[config.mk]
export PLATFORM = sky130hd
export DESIGN_NAME = ssr_register_bank
export DESIGN_NICKNAME = d
export VERILOG_FILES = /design/src/verilog/ssr_pkg.sv /design/src/verilog/ssr_register_bank.sv
export SDC_FILE = /design/constraint.sdc
export NUM_CORES = 1
export LEC_CHECK = 0
export BUFFER_PORTS_ARGS = -buffer_cell sky130_fd_sc_hd__buf_2
export CAP_MARGIN = 5
export CORE_UTILIZATION = 55
export DETAILED_ROUTE_END_ITERATION = 16
export HOLD_SLACK_MARGIN = 0.03
export PLACE_DENSITY = 0.85
export SETUP_SLACK_MARGIN = 0.02
export SLEW_MARGIN = 20
export SYNTH_ARGS = -nofsm -noshare
export SYNTH_HDL_FRONTEND = slang
export SYNTH_SLANG_ARGS = --single-unit
[constraint.sdc]
create_clock -name clk -period 3.2 [get_ports clk]
set_clock_uncertainty 0.1 [all_clocks]
set_input_delay 0.16 -clock clk [delete_from_list [all_inputs] [get_ports clk]]
set_output_delay 0.16 -clock clk [all_outputs]
set_load 0.01 [all_outputs]
[src/verilog/ssr_pkg.sv]
// ============================================================
// Register map and field layout
package ssr_pkg;

   // ============================================================
   // Addresses: low nibble is the base, bit 4 selects the alias
   localparam int ADDR_W = 5;
   localparam int ALIAS_BIT = 4;
   localparam logic [3:0] BASE_MOTOR_CONTROL = 4'h1;
   localparam logic [3:0] BASE_CURRENT_LEVELS = 4'h2;
   localparam logic [3:0] BASE_DRIVE_MODE = 4'h3;
   localparam logic [3:0] BASE_SPEED_THRESHOLD = 4'h5;
   localparam logic [3:0] BASE_UNDERVOLTAGE = 4'h6;
   localparam logic [3:0] BASE_INTERRUPT_ENABLES = 4'h7;
   localparam logic [3:0] BASE_TRANSLATOR_POSITION = 4'hA;
   localparam logic [3:0] BASE_BEMF_RESULT = 4'hB;
   localparam logic [4:0] ADDR_STALL_TIMEOUT = 5'h04;
   localparam logic [4:0] ADDR_OPEN_COIL_CONFIG = 5'h14;

   // ============================================================
   // Reset values
   localparam logic [7:0] RST_MOTOR_CONTROL = 8'h00;
   localparam logic [7:0] RST_CURRENT_LEVELS = 8'h00;
   localparam logic [7:0] RST_DRIVE_MODE = 8'h20;
   localparam logic [7:0] RST_STALL_TIMEOUT = 8'h10;
   localparam logic [7:0] RST_SPEED_THRESHOLD = 8'h00;
   localparam logic [7:0] RST_UNDERVOLTAGE = 8'h00;
   localparam logic [7:0] RST_INTERRUPT_ENABLES = 8'h00;
   localparam logic [7:0] RST_OPEN_COIL_CONFIG = 8'h04;
   localparam logic [7:0] READ_UNMAPPED = 8'h00;

   // ============================================================
   // Field positions
   localparam int MC_DIRECTION_POLARITY = 7;
   localparam int MC_RUNHOLD_POLARITY = 6;
   localparam int MC_SOFT_NEXT_STEP = 5;
   localparam int MC_MOTOR_ENABLE = 4;
   localparam int DM_ENHANCED_EMF = 7;
   localparam int DM_AUTO_DIAG = 6;
   localparam int DM_SLEEP_REQUEST = 3;
   localparam int OC_BOOST = 4;
   localparam int OC_KEEP_ACTIVE = 1;
   localparam int OC_ALL_OFF = 0;
   localparam int BR_PARITY = 7;
   localparam int BR_COIL = 6;
   localparam int BR_SIGN = 5;
   localparam int CMD_WRITE_BIT = 7;

   // ============================================================
   // Serial framing
   localparam int CNT_W = 6;
   localparam logic [CNT_W-1:0] CNT_ZERO = 6'h00;
   localparam logic [CNT_W-1:0] CNT_ONE = 6'h01;
   localparam logic [CNT_W-1:0] CNT_MAX = 6'h3F;
   localparam logic [CNT_W-1:0] BYTE_BITS = 6'h08;
   localparam logic [CNT_W-1:0] FRAME_BITS = 6'h10;
   localparam logic [2:0] BYTE_PHASE_ZERO = 3'h0;
   localparam logic [3:0] FRAME_PHASE_ZERO = 4'h0;
   localparam logic [3:0] FIELD_ZERO = 4'h0;
   localparam logic [7:0] BYTE_ZERO = 8'h00;

   // ============================================================
   // Control fields handed to the motor logic
   typedef struct packed {
      logic [3:0] stallThreshold;
      logic [3:0] holdCurrent;
      logic [3:0] runCurrent;
      logic enhancedEmfEnable;
      logic [1:0] slopeSelect;
      logic sleepRequest;
      logic [2:0] stepMode;
      logic [7:0] stallTimeoutValue;
      logic [7:0] speedThreshold;
      logic [3:0] undervoltOneLevel;
      logic [3:0] undervoltTwoLevel;
      logic [7:0] interruptEnables;
      logic currentBoost;
      logic [1:0] openTimeoutSelect;
   } ssr_drive_ctrl_t;

endpackage : ssr_pkg

[src/verilog/ssr_register_bank.sv]
`timescale 1ns/1ps
module ssr_register_bank
   import ssr_pkg::*;
#(
   parameter int OPEN_TIMEOUT_0 = 1000,
   parameter int OPEN_TIMEOUT_1 = 5000,
   parameter int OPEN_TIMEOUT_2 = 10000,
   parameter int OPEN_TIMEOUT_3 = 40000,
   parameter int STALL_TICK_CYCLES = 250,
   parameter int OPEN_CNT_W = 24
) (
   input wire logic clk, // 250 MHz core clock
   input wire logic rst_b, // Synchronous reset, active low
   input wire logic spiClk, // Serial clock pin
   input wire logic spiCsB, // Chip select pin, active low
   input wire logic spiDi, // Serial data in pin
   output logic spiDoOut, // Open-drain data out level, always low
   output logic spiDoOe, // High while data out is pulled low
   input wire logic dirPin, // Direction pin
   input wire logic runholdPin, // Run/hold pin
   input wire logic nextStepPin, // Next-step pin
   input wire logic [6:0] microstepPos, // Translator position
   input wire logic measured_coil, // Coil of last back-EMF sample
   input wire logic bemfSign, // Sign of last back-EMF sample
   input wire logic [4:0] bemfValue, // Last back-EMF value
   input wire logic [7:0] speedValue, // Internal speed value
   input wire logic fullStepTick, // One pulse per full step
   input wire logic [1:0] pwmFull, // Duty at full scale, Y in bit 1
   output ssr_drive_ctrl_t driveCtrl, // Control fields
   output logic direction, // Effective direction
   output logic hold, // Hold status
   output logic stepPulse, // Advance translator one step
   output logic bridgeXEn, // Bridge X enable
   output logic bridgeYEn, // Bridge Y enable
   output logic stallDetectEn, // Back-EMF and stall measurement enable
   output logic bemfSampleReq, // Take a stall back-EMF sample
   output logic diagStart, // Start automatic diagnostic
   output logic [1:0] openCoil, // Open coil flags, Y in bit 1
   output logic spiFrameError // Last frame not 0, 16, 32 or 48 bits (count saturates at 63)
);

   // ============================================================
   // State
   typedef struct packed {
      logic [2:0] clkSync;
      logic [2:0] csbSync;
      logic [1:0] diSync;
      logic [1:0] dirSync;
      logic [1:0] rhbSync;
      logic [2:0] nxtSync;
      logic [CNT_W-1:0] bitCnt;
      logic [7:0] rxShift;
      logic [7:0] txShift;
      logic doBit;
      logic [ADDR_W-1:0] addr;
      logic wrReq;
      logic [7:0] wrData;
      logic [7:0] motorControl;
      logic [7:0] currentLevels;
      logic [7:0] driveMode;
      logic [7:0] stallTimeout;
      logic [7:0] speedThreshold;
      logic [7:0] undervoltage;
      logic [7:0] interruptEnables;
      logic [7:0] openCoilConfig;
      logic [1:0][OPEN_CNT_W-1:0] openCnt;
      logic [1:0] openFlag;
      logic [15:0] stallPrescale;
      logic [7:0] stallCnt;
      logic stallArmed;
      logic doOe;
      logic frameError;
      logic direction;
      logic hold;
      logic stepPulse;
      logic bridgeXEn;
      logic bridgeYEn;
      logic stallDetectEn;
      logic bemfSampleReq;
      logic diagStart;
   } ssr_state_t;

   ssr_state_t stateQ;
   ssr_state_t stateD;

   logic [OPEN_CNT_W-1:0] openLimit;
   logic [7:0] rxByte;
   logic [CNT_W-1:0] cntNext;
   logic clkRise;
   logic clkFall;
   logic csbFall;
   logic csbRise;
   logic csbLow;
   logic stallEn;
   logic [7:0] rdCur;

   // ============================================================
   // Read mux; aliases share one store, two registers have no alias
   function automatic logic [7:0] readReg(input logic [ADDR_W-1:0] a, input ssr_state_t s);
      logic [7:0] bemfByte;
      logic [3:0] base;
      bemfByte = {1'b0, measured_coil, bemfSign, bemfValue};
      bemfByte[BR_PARITY] = ^bemfByte; // even parity
      base = a[3:0];
      readReg = READ_UNMAPPED;
      if (a == ADDR_STALL_TIMEOUT) begin
         readReg = s.stallTimeout;
      end else if (a == ADDR_OPEN_COIL_CONFIG) begin
         readReg = s.openCoilConfig;
      end else if (base == BASE_MOTOR_CONTROL) begin
         readReg = s.motorControl;
      end else if (base == BASE_CURRENT_LEVELS) begin
         readReg = s.currentLevels;
      end else if (base == BASE_DRIVE_MODE) begin
         readReg = s.driveMode;
      end else if (base == BASE_SPEED_THRESHOLD) begin
         readReg = s.speedThreshold;
      end else if (base == BASE_UNDERVOLTAGE) begin
         readReg = s.undervoltage;
      end else if (base == BASE_INTERRUPT_ENABLES) begin
         readReg = s.interruptEnables;
      end else if (base == BASE_TRANSLATOR_POSITION) begin
         readReg = {1'b0, microstepPos};
      end else if (base == BASE_BEMF_RESULT) begin
         readReg = bemfByte;
      end
   endfunction : readReg

   // ============================================================
   // Open timeout chosen by the two-bit select field
   always_comb begin
      case (stateQ.openCoilConfig[3:2])
         2'h0: openLimit = OPEN_CNT_W'(OPEN_TIMEOUT_0);
         2'h1: openLimit = OPEN_CNT_W'(OPEN_TIMEOUT_1);
         2'h2: openLimit = OPEN_CNT_W'(OPEN_TIMEOUT_2);
         default: openLimit = OPEN_CNT_W'(OPEN_TIMEOUT_3);
      endcase
   end

   // ============================================================
   // Next state
   always_comb begin
      stateD = stateQ;
      rdCur = readReg(stateQ.addr, stateQ); // Reply at the remembered address
      // Pins pass two flops before any logic looks at them
      stateD.clkSync = {stateQ.clkSync[1:0], spiClk};
      stateD.csbSync = {stateQ.csbSync[1:0], spiCsB};
      stateD.diSync = {stateQ.diSync[0], spiDi};
      stateD.dirSync = {stateQ.dirSync[0], dirPin};
      stateD.rhbSync = {stateQ.rhbSync[0], runholdPin};
      stateD.nxtSync = {stateQ.nxtSync[1:0], nextStepPin};
      clkRise = stateQ.clkSync[1] & ~stateQ.clkSync[2];
      clkFall = ~stateQ.clkSync[1] & stateQ.clkSync[2];
      csbFall = ~stateQ.csbSync[1] & stateQ.csbSync[2];
      csbRise = stateQ.csbSync[1] & ~stateQ.csbSync[2];
      csbLow = ~stateQ.csbSync[1];
      rxByte = {stateQ.rxShift[6:0], stateQ.diSync[1]};
      cntNext = (stateQ.bitCnt == CNT_MAX) ? CNT_MAX : stateQ.bitCnt + CNT_ONE;
      stateD.stepPulse = stateQ.nxtSync[1] & ~stateQ.nxtSync[2]; // Pin edge, sync delay accepted
      stateD.diagStart = 1'b0;
      stateD.bemfSampleReq = 1'b0;

      // Frame start: first byte out is the register at the remembered address
      if (csbFall) begin
         stateD.bitCnt = CNT_ZERO;
         stateD.doBit = rdCur[7];
         stateD.txShift = {rdCur[6:0], 1'b0};
         stateD.driveMode[DM_SLEEP_REQUEST] = 1'b0; // Chip select falling wakes the device
      end else if (csbLow && clkRise) begin
         stateD.rxShift = rxByte;
         stateD.bitCnt = cntNext;
         if (cntNext[2:0] == BYTE_PHASE_ZERO) begin
            if (cntNext == BYTE_BITS) begin
               // Command byte: write flag and address, then reply from it
               stateD.addr = rxByte[ADDR_W-1:0];
               stateD.wrReq = rxByte[CMD_WRITE_BIT];
               stateD.txShift = readReg(rxByte[ADDR_W-1:0], stateQ);
            end else begin
               if (cntNext == FRAME_BITS) begin
                  stateD.wrData = rxByte;
               end
               stateD.txShift = readReg(stateQ.addr, stateQ);
            end
         end
      end else if (csbLow && clkFall) begin
         stateD.doBit = stateQ.txShift[7];
         stateD.txShift = {stateQ.txShift[6:0], 1'b0};
      end
      stateD.doOe = csbLow & ~stateD.doBit;

      // Frame end: commit only a clean 16-bit write
      if (csbRise) begin
         stateD.frameError = (stateQ.bitCnt[3:0] != FRAME_PHASE_ZERO);
         if (stateQ.bitCnt == FRAME_BITS && stateQ.wrReq) begin
            if (stateQ.addr == ADDR_STALL_TIMEOUT) begin
               stateD.stallTimeout = stateQ.wrData;
            end else if (stateQ.addr == ADDR_OPEN_COIL_CONFIG) begin
               stateD.openCoilConfig = {3'h0, stateQ.wrData[4:0]};
            end else if (stateQ.addr[3:0] == BASE_MOTOR_CONTROL) begin
               stateD.motorControl = stateQ.wrData;
               stateD.stepPulse = stateQ.wrData[MC_SOFT_NEXT_STEP];
               stateD.diagStart = stateQ.driveMode[DM_AUTO_DIAG] & stateQ.wrData[MC_MOTOR_ENABLE] &
                  ~stateQ.motorControl[MC_MOTOR_ENABLE];
               if (stateQ.wrData[MC_MOTOR_ENABLE]) begin
                  stateD.openFlag = 2'h0; // Re-enable clears open flags
               end
            end else if (stateQ.addr[3:0] == BASE_CURRENT_LEVELS) begin
               stateD.currentLevels = stateQ.wrData;
            end else if (stateQ.addr[3:0] == BASE_DRIVE_MODE) begin
               stateD.driveMode = stateQ.wrData;
            end else if (stateQ.addr[3:0] == BASE_SPEED_THRESHOLD) begin
               stateD.speedThreshold = stateQ.wrData;
            end else if (stateQ.addr[3:0] == BASE_UNDERVOLTAGE) begin
               stateD.undervoltage = stateQ.wrData;
            end else if (stateQ.addr[3:0] == BASE_INTERRUPT_ENABLES) begin
               stateD.interruptEnables = stateQ.wrData;
            end
         end
      end

      // Open coil watch; detection wins over a clear in the same cycle
      for (int i = 0; i < 2; i++) begin
         if (pwmFull[i] && stateQ.motorControl[MC_MOTOR_ENABLE]) begin
            if (stateQ.openCnt[i] >= openLimit) begin
               stateD.openFlag[i] = 1'b1;
            end else begin
               stateD.openCnt[i] = stateQ.openCnt[i] + OPEN_CNT_W'(1);
            end
         end else begin
            stateD.openCnt[i] = '0;
         end
      end
      if ((stateD.openFlag & ~stateQ.openFlag) != 2'h0 && stateQ.openCoilConfig[OC_ALL_OFF] &&
         !stateQ.openCoilConfig[OC_KEEP_ACTIVE]) begin
         stateD.motorControl[MC_MOTOR_ENABLE] = 1'b0;
      end

      // Stall timeout in ticks since the last full step
      stallEn = (stateQ.motorControl[3:0] != FIELD_ZERO) && (speedValue <= stateQ.speedThreshold);
      if (fullStepTick) begin
         stateD.stallPrescale = '0;
         stateD.stallCnt = BYTE_ZERO;
         stateD.stallArmed = 1'b1;
      end else if (stateQ.stallPrescale == 16'(STALL_TICK_CYCLES - 1)) begin
         stateD.stallPrescale = '0;
         if (stateQ.stallCnt != stateQ.stallTimeout) begin
            stateD.stallCnt = stateQ.stallCnt + 8'h01;
         end
      end else begin
         stateD.stallPrescale = stateQ.stallPrescale + 16'h0001;
      end
      if (stateQ.stallArmed && stateQ.stallCnt == stateQ.stallTimeout) begin
         stateD.stallArmed = 1'b0;
         stateD.bemfSampleReq = stallEn;
      end

      // Registered pin-facing results
      stateD.direction = stateQ.dirSync[1] ^ stateQ.motorControl[MC_DIRECTION_POLARITY];
      stateD.hold = ~(stateQ.rhbSync[1] ^ stateQ.motorControl[MC_RUNHOLD_POLARITY]);
      stateD.bridgeXEn = stateD.motorControl[MC_MOTOR_ENABLE] & ~stateD.driveMode[DM_SLEEP_REQUEST] &
         (~stateD.openFlag[0] | stateD.openCoilConfig[OC_KEEP_ACTIVE]);
      stateD.bridgeYEn = stateD.motorControl[MC_MOTOR_ENABLE] & ~stateD.driveMode[DM_SLEEP_REQUEST] &
         (~stateD.openFlag[1] | stateD.openCoilConfig[OC_KEEP_ACTIVE]);
      stateD.stallDetectEn = stallEn;
   end

   // ============================================================
   // Registers
   always_ff @(posedge clk) begin
      if (!rst_b) begin
         stateQ <= '0;
         stateQ.clkSync <= 3'h0;
         stateQ.csbSync <= 3'h7; // Idle high, no false frame at release
         stateQ.motorControl <= RST_MOTOR_CONTROL;
         stateQ.currentLevels <= RST_CURRENT_LEVELS;
         stateQ.driveMode <= RST_DRIVE_MODE;
         stateQ.stallTimeout <= RST_STALL_TIMEOUT;
         stateQ.speedThreshold <= RST_SPEED_THRESHOLD;
         stateQ.undervoltage <= RST_UNDERVOLTAGE;
         stateQ.interruptEnables <= RST_INTERRUPT_ENABLES;
         stateQ.openCoilConfig <= RST_OPEN_COIL_CONFIG;
         stateQ.hold <= 1'b0;
      end else begin
         stateQ <= stateD;
      end
   end

   // ============================================================
   // Outputs, all straight from the state flops
   assign spiDoOut = stateQ.rxShift[0] & 1'b0; // Open drain only ever pulls low
   assign spiDoOe = stateQ.doOe;
   assign direction = stateQ.direction;
   assign hold = stateQ.hold;
   assign stepPulse = stateQ.stepPulse;
   assign bridgeXEn = stateQ.bridgeXEn;
   assign bridgeYEn = stateQ.bridgeYEn;
   assign stallDetectEn = stateQ.stallDetectEn;
   assign bemfSampleReq = stateQ.bemfSampleReq;
   assign diagStart = stateQ.diagStart;
   assign openCoil = stateQ.openFlag;
   assign spiFrameError = stateQ.frameError;

   // Control fields for the motor logic
   assign driveCtrl.stallThreshold = stateQ.motorControl[3:0];
   assign driveCtrl.holdCurrent = stateQ.currentLevels[7:4];
   assign driveCtrl.runCurrent = stateQ.currentLevels[3:0];
   assign driveCtrl.enhancedEmfEnable = stateQ.driveMode[DM_ENHANCED_EMF];
   assign driveCtrl.slopeSelect = stateQ.driveMode[5:4];
   assign driveCtrl.sleepRequest = stateQ.driveMode[DM_SLEEP_REQUEST];
   assign driveCtrl.stepMode = stateQ.driveMode[2:0];
   assign driveCtrl.stallTimeoutValue = stateQ.stallTimeout;
   assign driveCtrl.speedThreshold = stateQ.speedThreshold;
   assign driveCtrl.undervoltOneLevel = stateQ.undervoltage[7:4];
   assign driveCtrl.undervoltTwoLevel = stateQ.undervoltage[3:0];
   assign driveCtrl.interruptEnables = stateQ.interruptEnables;
   assign driveCtrl.currentBoost = stateQ.openCoilConfig[OC_BOOST];
   assign driveCtrl.openTimeoutSelect = stateQ.openCoilConfig[3:2];

endmodule : ssr_register_bank

== After elaboration in Yosys (flattened, before gate mapping) ==
Cells that the tools add are included.
Storage, ports and cells
  register bits after elaboration: 197
  latch bits: 0
  bits in writable memories: 0
  memory bits (read-only): 0
  bits of input ports: 33
  memories: 0
Operators by class
  $add $sub $neg: 5
  multiply operators: 0
  div/mod/pow operators: 0
  $lt $le $gt $ge: 3
  eq/ne operators: 31
  shift operators: 0
  mux-type cells: 66
  bitwise gates (word level): 40
  reduce and logical (&&, ||, !) cells: 40
Operator list (count)
  $mux W8: 31
  $mux W61: 2
  $mux W24: 4
  $add A24 B1 Y24 const B: 2
  $ge A24 B24 Y1: 2
  $pmux W16 S3: 1
  $mux W21: 2
  $mux W16: 2
  $mux W32: 1
  $eq A4 B3 Y1 const B: 6
  $not A1 Y1: 23
  $mux W9: 2
  $add A16 B1 Y16 const B: 1
  $eq A16 B8 Y1 const B: 1
  $eq A4 B2 Y1 const B: 4
  $eq A4 B4 Y1 const B: 4
  $reduce_and A2 Y1: 7
  $eq A6 B5 Y1 const B: 2
  $mux W1: 12
  $mux W2: 6
  $and A1 B1 Y1: 11
  $eq A5 B3 Y1 const B: 2
  $eq A5 B5 Y1 const B: 2
  $mux W5: 2
  36 further kinds: 53

== Logic depth before layout (Yosys ltp) ==
  depth after elaboration: 17
  mapped depth: 14
  depth with buffers taken out: 12

== Least setup slack after synthesis ==
Ideal clock, no wire load.
  kind: register to register
  start: reg stateQ (netlist bit driveCtrl[0])
  end: reg stateQ[76] (netlist bit)
  library setup time: 0.128 ns
  data arrival time: 2.873 ns
  path slack: 0.100 ns
  stages on the path, launching flop included: 14
  clock period less this slack: 3.100 ns
  cells stage by stage: dfxtp_1 ha_1 inv_1 o21ai_0 inv_1 ha_1 and4b_1 o31ai_1 a2111oi_0 nor4b_4 buf_2 nand4_1 xor2_1 nor2_1
Between the ends
  word-level cells in the longest chain between the ends: 3
  elaborated cells on any way between the ends: 5
  classes of those cells: order compare: 1; eq/ne: 2; mux: 1; reduce/logical: 1
RTL lines
  start: declaration: RTL line ssr_register_bank.sv:83  | ssr_state_t stateQ;
  start signal: assignment: RTL line ssr_register_bank.sv:284  | stateQ <= stateD;
  $eq A2 B2 Y1 (tied with other cells): RTL line ssr_register_bank.sv:132  | case (stateQ.openCoilConfig[3:2])
  $pmux W16 S3 *: RTL line ssr_register_bank.sv:132
  $ge A24 B24 Y1 *: RTL line ssr_register_bank.sv:224  | if (stateQ.openCnt[i] >= openLimit) begin
Every way passes the cells marked *; elsewhere a longest branch is shown, timed or not.
A chain may end at the register's enable or synchronous reset.

== Worst setup path after layout ==
  start: reg stateQ (netlist bit driveCtrl[0])
  end: reg stateQ[64] (netlist bit)
Same word-level chain as after synthesis.

==> run_results.csv <==
group,metric,value,unit
run_status,status,"complete, no violations",
clock_network,root_buffer,"clkbuf_16",
worst_hold_path,min_to,"bridgeXEn",
cells_and_area,fillers,1627,
clock_network,clock-sinks,197,
synth,synth_warnings,0,
synth,ys_seq_area_share,35.53,%
placed_design,hpwlAfterDp,22920,um
worst_hold_path,holdPathStages,3,
critical_path,path_delay_family,"simple AND/OR/NAND/NOR gates",
worst_hold_path,min_from,"pwmFull[0]",
timing,finalWorstSetupSlack,0.05579,ns
critical_path,critPathLaunchType,"flop",
critical_path,crit_path_top_delay_cell,"dfxtp_2",
global_routing,antenna_found_initial,0,
die,rows,51,
critical_path,max_stage_delay,0.34,ns
timing,slew_violations,0,
synth,syn_nets,1402,
timing,min_period_over_period,98.26,%
routing,post_drt_via_cell_ratio,6.173,
synth,synth_cell_types,74,
routing,ant_nets,0,
routing,route.detailed.drc,0,
synth,netlist_instances,1327,
power_and_ir_drop,vdd.ir_drop.worst,0.3784,mV
clock_network,cts-htree-levels,4,
die,ios,100,
synth,synth_flop_cell,"dfxtp_1",
cells_and_area,antenna_cells,0,
cells_and_area,area_growth,11.00,%
cells_and_area,seqCellArea,0.003945,sq mm
critical_path,path_cells,"buf_4, ha_1, inv_1, o21ai_2, inv_1, ha_1, and4b_1, o31ai_4, a2111oi_4, nor4b_4, buf_4, buf_6, nand4_1, xnor2_1, nor2_1",
global_routing,grt_pass1_vias,9326,
critical_path,crit_fanout,8,
clock_network,cts_tree,"done",
placed_design,io_buffers,98,
timing,setup_viol,0,
die,die_y,144.1,um
critical_path,arrival,3.35,ns
timing,fmax,318.0,MHz
timing,tightest_slew,0.9257,ns
timing,rsz0062_at_grt,"yes",
placed_design,globalplace.congestion,1.047,
critical_path,timing.reg2reg.setup_slack,0.06,ns
clock_network,clk-insertion-delay-late,0.45,ns
die,initial_utilization,56.47,%
die,core-area,0.01965,sq mm
critical_path,setup.worst_path.class,"flop to flop",
cells_and_area,stdcell_count,1637,
global_routing,grt_pass1_wl,49280,um
clock_network,cts_max_path_buffers,2,
synth,synth.ff_latch_count,197,
die,fp.dieArea,0.02075,sq mm
cells_and_area,multi_input_area,0.006334,sq mm
global_routing,grt_max_degree,44,
critical_path,r2r_start,"driveCtrl[0]",
synth,postSynthAreaPerCell,8.364,sq um
critical_path,reg2reg_depth,15,
synth,synth_area,0.01110,sq mm
run,max_cap_violations,0,
worst_hold_path,min_path_type,"primary input to flop",
timing,hold_viol_final,0,
power_and_ir_drop,powerDensity,405.3,mW/mm^2
routing,num_vias,10106,
critical_path,crit_required,3.41,ns
critical_path,regToRegEndpoint,"stateQ[64]",
placed_design,place.detailed.instances,1595,
critical_path,crit_buf_inv,5,
timing,relSlewSlack,37.48,%
timing,period_minus_slack,3.144,ns
placed_design,place_ws,-0.1487,ns
routing,wire_per_inst,19.26,um
critical_path,cp-end-kind,"flop",
power_and_ir_drop,leakagePower,4.703,nW
cells_and_area,nets,1434,
routing,first_pass_iters,6,
cells_and_area,final_cell_mix,"dfxtp_1, nand2_1, nor2_1",
synth,synth_edf_count,0,
cells_and_area,layout_commonest_cell,"dfxtp_1",
synth,async_flop_share,0,%
clock_network,path_clk_slew,0.08,ns
die,dieWidth,144.1,um
clock_network,cts_made_buffers,17,
routing,wirelength,31520,um
global_routing,overflow,0,
global_routing,grt_usage,30.83,%
routing,drtIter0Drc,1233,
cells_and_area,layout-drive-gt1-share,14.87,%
power by group:
part / internal (mW) / switching, mW / total [mW] / leakage [nW]
Sequential: 2.47 / 0.00880 / 2.47 / 1.59
Clock: 1.30 / 1.06 / 2.36 / 0.316
Combinational: 0.0748 / 0.0884 / 0.163 / 2.80
Total: 3.84 / 1.16 / 4.99 / 4.70
cell families (layout without fill, tap and decap cells):
kind of cell,count (synthesis),count (layout),synth area share (%)
AND/OR/NAND/NOR,493,493,23.35
AO/OA/AOI/OAI,285,285,17.12
multiplexers,65,65,5.941
buffers and inverters,179,224,8.161
adder cells (fa/ha/maj),42,42,4.734
XOR/XNOR,65,65,5.129
other,1,1,0.03379
flip-flops,197,197,35.53
sequential cells by signal, summed over array words and instances (netlist names), 2 cells and up:
| signal | flops |
|---|---|
| rxByte | 8 |
| stateD | 9 |
| driveCtrl | 54 |
| openCoil | 2 |
| stateQ | 114 |
what timing repair did:
action                                  in CTS  in global routing
endpoints found under the setup margin      23                 36
cloned                                       0                  1
hold buffers                                 7                  0
gates resized for setup                      3                 17
endpoints found under the hold margin        9                  0
buffers inserted                             0                  2
pin swaps                                    0                  4
synthesized netlist by cell type (17+ instances only):
master / count / area, sq um
dfxtp_1: 197 / 3944
nand2_1: 113 / 424.2
nor2_1: 109 / 409.1
clkbuf_1: 65 / 244.0
nor2b_1: 65 / 406.6
o21ai_0: 65 / 325.3
a21oi_1: 60 / 300.3
mux2i_1: 58 / 580.6
buf_4: 57 / 427.9
inv_1: 44 / 165.2
ha_1: 42 / 525.5
nand3_1: 40 / 200.2
xnor2_1: 39 / 341.6
and2_1: 35 / 219.0
a21boi_0: 34 / 255.2
xor2_1: 26 / 227.7
nor3_1: 23 / 115.1
nand4_1: 21 / 131.4
and3_1: 17 / 106.4
nand2b_1: 17 / 106.4
routing by layer:
metal | part of all wire [%] | vias to the layer above | GRT usage, %
met3 | 10 | 112 | 7.748
met2 | 44 | 601 | 46.61
met4 | 4.5 | 0 | 13.83
met1 | 42 | 4716 | 41.24
met5 | 0 | - | 0
li1 | - | 4677 | -
through the flow:
step                       TNS, ns  power, mW  utilization [%]  area, sq um  hold WS, ns
after global routing      -0.06549      5.120            62.69        12320      0.05640
after global placement           0      2.683            58.46        11490       0.2641
final                            0      4.993            62.69        12320      0.03615
after floorplan                  0      2.629                -        11100       0.1615
after CTS                        0      5.001            62.13        12210      0.03402
after detailed placement    -1.764      2.685            58.46        11490       0.2636
worst register-to-register path, stage by stage, from the launching register on:
cell and delay, ns:
dfxtp_2 0.34, buf_4 0.14, ha_1 0.22, inv_1 0.12, o21ai_2 0.08, inv_1 0.08, ha_1 0.22, and4b_1 0.20
o31ai_4 0.27, a2111oi_4 0.13, nor4b_4 0.28, buf_4 0.18, buf_6 0.14, nand4_1 0.17, xnor2_1 0.29, nor2_1 0.06
worst max path at each step:
stage,startpoint,end,slack [ns],depth (start not counted)
global placement,driveCtrl[0],stateQ[65],0.05,13
CTS,driveCtrl[0],stateQ[65],0.04,14
detailed placement,driveCtrl[0],stateQ[65],-0.15,14
finish,driveCtrl[0],stateQ[64],0.06,15
floorplan,driveCtrl[0],stateQ[76],0.1,13
global route,driveCtrl[1],stateQ[64],-0.07,15
area by class of cell:
cell class	count	share of cell area [%]
clock inverters	13	1.665
repair buffers	147	7.251
multi-input cells	951	51.41
inverters	45	1.371
clock buffers	19	3.595
well taps	265	2.691
flip-flops and latches	197	32.02
No activity file was read; power rests on OpenSTA's default activity.
